===== src/design/sto_supervisor_regs.svh =====
// timing counts and field values for the safe torque off supervisor
`ifndef STO_SUPERVISOR_REGS_SVH
`define STO_SUPERVISOR_REGS_SVH
`define STO_CLK_HZ           25000000
`define STO_PULSE_MAX_US     1000
`define STO_PULSE_CYC        ((`STO_PULSE_MAX_US * (`STO_CLK_HZ / 1000000)))
`define STO_MISMATCH_S       10
`define STO_MISMATCH_CYC     (`STO_MISMATCH_S * `STO_CLK_HZ)
`define STO_CLR_MODE_SERVO_OFF_STATE    2'h0
`define STO_CLR_MODE_OT      2'h2
`endif


===== src/design/sto_supervisor_pkg.sv =====
// types for the safe torque off supervisor
package sto_supervisor_pkg;
  typedef enum logic [1:0] {
    st_ready = 2'b00,
    st_servo_off_state  = 2'b01,
    st_safe  = 2'b10
  } servo_state_e;

  typedef struct packed {
    logic safe_ready;
    logic stop_monitor_output;
    logic brake_control_output;
    logic torque_enable;
    logic coast;
    logic torque_removed_state;
    logic mismatch_alarm;
  } sto_status_s;

  typedef logic [1:0] clear_mode_t;
endpackage : sto_supervisor_pkg


===== src/design/safe_torque_off_supervisor.sv =====
// safe torque off supervisor: channel filtering, safe state, brake, counter clear, mismatch alarm
// Behaviour
// safe-ready stays low while torque is removed
// both channels on and servo off gives safe-ready and servo-ready state
// entering safe state drives brake output off at once
// servo-off delay is bypassed when safe state is entered
// safe state lets the motor coast, no braking torque
// mode 0 clears deviation counter entering servo-off or safe state; mode sampled at restart
// mode 2 also clears it on entering overtravel
// channels off with jumper removed gives safe state, no current, display flag
// either channel off gives safe state; other on for 10 s raises mismatch alarm
// present level of each channel is readable as a monitor value
// external device switches both channels together
// operable state returns only after both channels are on again
// stop monitor output on only when both channels off, within 5 ms
// both channels off removes motor power within 5 ms
// low test pulses up to 1 ms are tolerated; longer reads as off
// leaving safe state is refused unless both channels read on
// channels are synchronised and short low pulses filtered before use
// mismatch alarm latches until both channels on and alarm reset
`timescale 1ns/1ps
`include "sto_supervisor_regs.svh"

module safe_torque_off_supervisor (
  input  wire logic                              clock,                // 25 MHz clock
  input  wire logic                              nrst,                 // sync reset, active low
  input  wire logic                              safety_input_a,       // channel a, high is on
  input  wire logic                              safety_input_b,       // channel b, high is on
  input  wire logic                              servo_on_cmd,         // request to energise
  input  wire logic                              overtravel,           // overtravel active
  input  wire logic                              alarm_reset,          // alarm reset pulse
  input  wire sto_supervisor_pkg::clear_mode_t   counter_clear_mode,   // sampled after reset
  input  wire logic                              servo_off_delay_done, // servo-off wait elapsed
  output sto_supervisor_pkg::sto_status_s        status,               // registered status
  output logic [1:0]                             safety_input_monitor, // {b,a} filtered levels
  output logic                                   deviation_clear       // one-cycle clear pulse
);
  import sto_supervisor_pkg::*;

  // ==========================================================
  // input synchronisers and low-pulse filters
  logic [1:0] sync1;
  logic [1:0] sync2;
  logic [1:0] chan_on;
  logic [15:0] low_cnt [2];

  always_ff @(posedge clock) begin
    if (!nrst) begin
      sync1 <= 2'h0;
      sync2 <= 2'h0;
    end else begin
      sync1 <= {safety_input_b, safety_input_a};
      sync2 <= sync1;
    end
  end

  for (genvar i = 0; i < 2; i++) begin : g_filt
    always_ff @(posedge clock) begin
      if (!nrst) begin
        low_cnt[i] <= 16'h0;
        chan_on[i] <= 1'b0;
      end else if (sync2[i]) begin
        low_cnt[i] <= 16'h0;
        chan_on[i] <= 1'b1;
      end else if (low_cnt[i] >= 16'(`STO_PULSE_CYC)) begin
        chan_on[i] <= 1'b0;
      end else begin
        low_cnt[i] <= low_cnt[i] + 16'h1;
      end
    end
  end

  logic both_on;
  logic both_off;
  logic any_off;
  assign both_on  = chan_on[0] & chan_on[1];
  assign both_off = ~chan_on[0] & ~chan_on[1];
  assign any_off  = ~both_on;

  always_ff @(posedge clock) begin
    if (!nrst) safety_input_monitor <= 2'h0;
    else safety_input_monitor <= chan_on;
  end

  // ==========================================================
  // restart-latched clear mode
  clear_mode_t mode;
  logic        mode_taken;

  always_ff @(posedge clock) begin
    if (!nrst) begin
      mode       <= `STO_CLR_MODE_SERVO_OFF_STATE;
      mode_taken <= 1'b0;
    end else if (!mode_taken) begin
      mode       <= counter_clear_mode;
      mode_taken <= 1'b1;
    end
  end

  // ==========================================================
  // servo state machine
  servo_state_e state;
  servo_state_e next_state;

  always_comb begin
    next_state = state;
    case (state)
      st_safe:  if (both_on) next_state = st_servo_off_state;
      st_servo_off_state:  if (any_off) next_state = st_safe;
                else if (servo_on_cmd) next_state = st_ready;
      st_ready: if (any_off) next_state = st_safe;
                else if (!servo_on_cmd) next_state = st_servo_off_state;
      default:  next_state = st_safe;
    endcase
  end

  always_ff @(posedge clock) begin
    if (!nrst) state <= st_safe;
    else state <= next_state;
  end

  // ==========================================================
  // deviation counter clear
  logic ot_q;
  always_ff @(posedge clock) begin
    if (!nrst) begin
      ot_q            <= 1'b0;
      deviation_clear <= 1'b0;
    end else begin
      ot_q            <= overtravel;
      deviation_clear <= (mode == `STO_CLR_MODE_SERVO_OFF_STATE || mode == `STO_CLR_MODE_OT)
                         && next_state != state && next_state != st_ready
                         || (mode == `STO_CLR_MODE_OT && overtravel && !ot_q);
    end
  end

  // ==========================================================
  // mismatch timer and alarm
  logic [27:0] mis_cnt;
  logic        mismatch;
  assign mismatch = chan_on[0] ^ chan_on[1];

  always_ff @(posedge clock) begin
    if (!nrst) mis_cnt <= 28'h0;
    else if (!mismatch) mis_cnt <= 28'h0;
    else if (mis_cnt < 28'(`STO_MISMATCH_CYC)) mis_cnt <= mis_cnt + 28'h1;
  end

  logic alarm;
  always_ff @(posedge clock) begin
    if (!nrst) alarm <= 1'b0;
    else if (mismatch && mis_cnt >= 28'(`STO_MISMATCH_CYC) - 28'h1) alarm <= 1'b1;
    else if (both_on && alarm_reset) alarm <= 1'b0;
  end

  // ==========================================================
  // registered outputs
  always_ff @(posedge clock) begin
    if (!nrst) begin
      status <= '0;
    end else begin
      status.torque_removed_state <= (next_state == st_safe);
      status.safe_ready           <= (next_state == st_servo_off_state) & both_on;
      status.stop_monitor_output  <= both_off;
      status.torque_enable        <= (next_state == st_ready);
      status.coast                <= (next_state == st_safe);
      status.mismatch_alarm       <= alarm | (mismatch && mis_cnt >= 28'(`STO_MISMATCH_CYC) - 28'h1);
      if (next_state == st_safe) status.brake_control_output <= 1'b0;
      else if (next_state == st_ready) status.brake_control_output <= 1'b1;
      else if (servo_off_delay_done) status.brake_control_output <= 1'b0;
    end
  end
endmodule : safe_torque_off_supervisor


===== config.mk =====
export PLATFORM = sky130hd
export DESIGN_NAME = safe_torque_off_supervisor
export DESIGN_NICKNAME = d
export VERILOG_FILES = /design/src/design/sto_supervisor_pkg.sv /design/src/design/safe_torque_off_supervisor.sv
export VERILOG_INCLUDE_DIRS = /design/src /design/src/design
export SDC_FILE = /design/constraint.sdc
export NUM_CORES = 1
export LEC_CHECK = 0
export BUFFER_PORTS_ARGS = -buffer_cell sky130_fd_sc_hd__buf_4
export CAP_MARGIN = 20
export CORE_UTILIZATION = 60
export DETAILED_ROUTE_END_ITERATION = 16
export GPL_ROUTABILITY_DRIVEN = 0
export PLACE_DENSITY = 0.78
export SYNTH_ARGS = -nofsm -noshare
export SYNTH_HDL_FRONTEND = slang
export SYNTH_SLANG_ARGS = --single-unit

===== constraint.sdc =====
create_clock -name clock -period 2.3 [get_ports clock]
set_input_delay 0.46 -clock clock [delete_from_list [all_inputs] [get_ports clock]]
set_output_delay 0.46 -clock clock [all_outputs]
set_load 0.02 [all_outputs]

==> impl_metrics.sql <==
INSERT INTO impl_metrics (metric_group, metric, value, unit) VALUES
('global_route', 'vias_in_the_first_global_route', '2694', ''),
('power_and_ir_drop', 'peakVddDrop', '0.412', 'mV'),
('power_and_ir_drop', 'leakage', '1.66', 'nW'),
('sta', 'timing.fmax', '0.474', 'GHz'),
('clock_network', 'post-cts-setup-buffers', '0', ''),
('global_route', 'grt_antenna_before_repair', '0', ''),
('die', 'die_width', '83.4', 'µm'),
('route', 'drc', '0', ''),
('sta', 'period_share', '91.7', '%'),
('placed_design', 'place_hpwl', '4650', 'µm'),
('die', 'design.die.area', '6950', 'µm²'),
('logic_synthesis', 'fraction_of_registers_with_async_set_reset', '0', '%'),
('logic_synthesis', 'ys.warnings.count', '0', ''),
('route', 'wire_length_per_cell_after_detailed_routing', '13.3', 'µm'),
('logic_synthesis', 'synthesis.area_per_instance', '9.79', 'µm²'),
('min_path', 'min_path_cells', '2', ''),
('placed_design', 'place.port_buffers', '19', ''),
('min_path', 'hp-class', 'in -> reg', ''),
('placed_design', 'placedCellCount', '497', ''),
('sta', 'timing.final.setup_violations', '0', ''),
('route', 'post_route_antenna_net_violation_count', '0', ''),
('die', 'initial_core_util', '62.2', '%'),
('clock_network', 'clock_buffers_created_by_tritoncts', '9', ''),
('worst_setup_path', 'setup.worst_path.start_class', 'register', ''),
('global_route', 'globalRouteOverflowTotal', '0', ''),
('min_path', 'worst_hold_startpoint', 'servo_off_delay_done', ''),
('placed_design', 'placement.setup.worst_slack', '226', 'ps'),
('sta', 'timing.final.max_slew_violations', '0', ''),
('die', 'io_pins', '20', ''),
('die', 'dieHeight', '83.4', 'µm'),
('worst_setup_path', 'setup.worst_path.end_class', 'register', ''),
('clock_network', 'cts_root_buffer', 'sky130_fd_sc_hd__clkbuf_8', ''),
('logic_synthesis', 'synth-edff-count', '32', ''),
('clock_network', 'clock_sink_count', '82', ''),
('global_route', 'globalRouteTotalUtil', '21.1', '%'),
('placed_design', 'placed_cell_area', '4200', 'µm²'),
('layout', 'n_fill_cell', '502', ''),
('layout', 'final_nets', '449', ''),
('run', 'max-cap-violations', '0', ''),
('logic_synthesis', 'yosys_register_bits', '82', ''),
('layout', 'multi_input_comb_area', '1880', 'µm²'),
('clock_network', 'cts_tree', 'done', ''),
('clock_network', 'cts_resized', '0', ''),
('sta', 'period_needed', '2110', 'ps'),
('layout', 'stdcell_count', '513', ''),
('clock_network', 'hold_buffers', '0', ''),
('power_and_ir_drop', 'power_density', '668', 'nW/µm²'),
('worst_setup_path', 'timing.critical_path.cells', 'or4b_4 -> nor3_4 -> o2111ai_4 -> buf_4 -> nand4_2 -> xor2_1 -> nor2_1', ''),
('die', 'std_cell_rows', '29', ''),
('logic_synthesis', 'synthFlopType', 'sky130_fd_sc_hd__dfxtp_1', ''),
('route', 'detailedRoute.firstIterationViolations', '178', ''),
('route', 'vias', '2854', ''),
('sta', 'final_hold_viol_count', '0', ''),
('layout', 'fin_area', '4410', 'µm²'),
('worst_setup_path', 'critPathKind', 'reg -> reg', ''),
('logic_synthesis', 'syn_area', '3970', 'µm²'),
('worst_setup_path', 'reg2regPathDepth', '7', ''),
('logic_synthesis', 'synth.yosys.seq_area_share', '49.4', '%'),
('status', 'outcome', 'complete, no violations', ''),
('worst_setup_path', 'crit_slowest_cell', 'sky130_fd_sc_hd__or4b_4', ''),
('global_route', 'grt_pass1_wl', '11800', 'µm'),
('sta', 'finClkSkew', '12.7', 'ps'),
('route', 'routed_via_density', '5.56', ''),
('layout', 'ff_latch_area', '1960', 'µm²'),
('layout', 'final_common_cell', 'sky130_fd_sc_hd__nor2_1', ''),
('worst_setup_path', 'critical_path.max_stage_delay', '570', 'ps'),
('sta', 'grt_setup_unrepaired', 'no', ''),
('logic_synthesis', 'yosys.cell_types.count', '52', ''),
('worst_setup_path', 'worst-endpoint-required', '2530', 'ps'),
('clock_network', 'htree_num_levels', '3', ''),
('layout', 'final_layout_size_suffix_gt1_share', '13.5', '%');
-- sequential cells by signal (all words and copies together) (netlist names), 2 cells and up --
name,flops
mis_cnt,28
state,2
status,6
safety_input_monitor,2
chan_on,2
mode,2
sync1,2
sync2,2
low_cnt,32
-- worst paths after layout --
| kind | endpoint | slack (ps) |
|---|---|---|
| max | mis_cnt[11]$_SDFFE_PN0N_ | 190 |
| min | status[4]$_SDFFE_PP0P_ | 300 |
| max reg2reg | mis_cnt[11]$_SDFFE_PN0N_ | 190 |
| min reg2reg | sync2[1]$_SDFF_PN0_ | 450 |
-- per-stage QoR --
step	utilization, %	hold slack [ps]	total power [mW]
6_report	69.1	300	2.95
4_1_cts	69.1	285	2.98
3_5_place_dp	65.7	433	1.83
5_1_grt	69.1	299	3.06
2_1_floorplan	-	412	1.77
3_3_place_gp	65.7	419	1.83
-- worst max-delay path: cells and delay by family (launching register included) --
kind,cells,cell delay (ps)
AO/OA/AOI/OAI,1,250
XOR/XNOR,1,190
AND/OR/NAND/NOR,4,900
buffers and inverters,1,260
flip-flops,1,380
-- power by group --
group	total (mW)	switching [mW]	internal [mW]
Clock	1.15	0.532	0.619
Combinational	0.161	0.0877	0.0736
Sequential	1.63	0.0562	1.58
-- final cells by class --
| class | instances | area share, % |
|---|---|---|
| clock inverter | 6 | 2.01 |
| sequential | 82 | 44.5 |
| clock buffer | 10 | 2.89 |
| inverter | 14 | 1.19 |
| multi-input combinational | 297 | 42.7 |
| tap | 77 | 2.18 |
| timing repair buffer | 27 | 4.59 |
-- cells in the mapped netlist (4+ instances only) --
cell / number / area share [%]
sky130_fd_sc_hd__and3_1: 15 / 2.4
sky130_fd_sc_hd__nand3_1: 23 / 2.9
sky130_fd_sc_hd__a31oi_1: 5 / 0.79
sky130_fd_sc_hd__clkbuf_1: 6 / 0.57
sky130_fd_sc_hd__edfxtp_1: 32 / 24
sky130_fd_sc_hd__ha_1: 8 / 2.5
sky130_fd_sc_hd__nand2_1: 22 / 2.1
sky130_fd_sc_hd__inv_1: 14 / 1.3
sky130_fd_sc_hd__nand4_1: 14 / 2.2
sky130_fd_sc_hd__xor2_1: 37 / 8.2
sky130_fd_sc_hd__buf_2: 4 / 0.50
sky130_fd_sc_hd__nor2_1: 76 / 7.2
sky130_fd_sc_hd__xnor2_1: 10 / 2.2
sky130_fd_sc_hd__nand3_2: 7 / 1.8
sky130_fd_sc_hd__a21oi_1: 6 / 0.76
sky130_fd_sc_hd__dfxtp_1: 50 / 25
sky130_fd_sc_hd__and2_1: 10 / 1.6
sky130_fd_sc_hd__nor2b_1: 6 / 0.94
sky130_fd_sc_hd__o21a_1: 6 / 1.1
-- layer usage --
metal	part of all wire, %	up-vias	routed length [µm]	GRT usage [%]
met5	0	-	0	0
met4	1.5	0	102	11.6
met3	3.7	9	249	3.58
met2	46	51	3120	33.1
met1	49	1345	3350	27.8
li1	-	1449	-	-
-- kinds of logic after synthesis --
family	after synthesis	synth area share, %
AND/OR/NAND/NOR	204	27.6
flip-flops	82	49.4
AO/OA/AOI/OAI	33	5.95
multiplexers	3	0.756
adder cells (fa/ha/maj)	8	2.52
XOR/XNOR	47	10.4
other	1	0.0944
buffers and inverters	28	3.34
(Power assumes the default switching activity.)
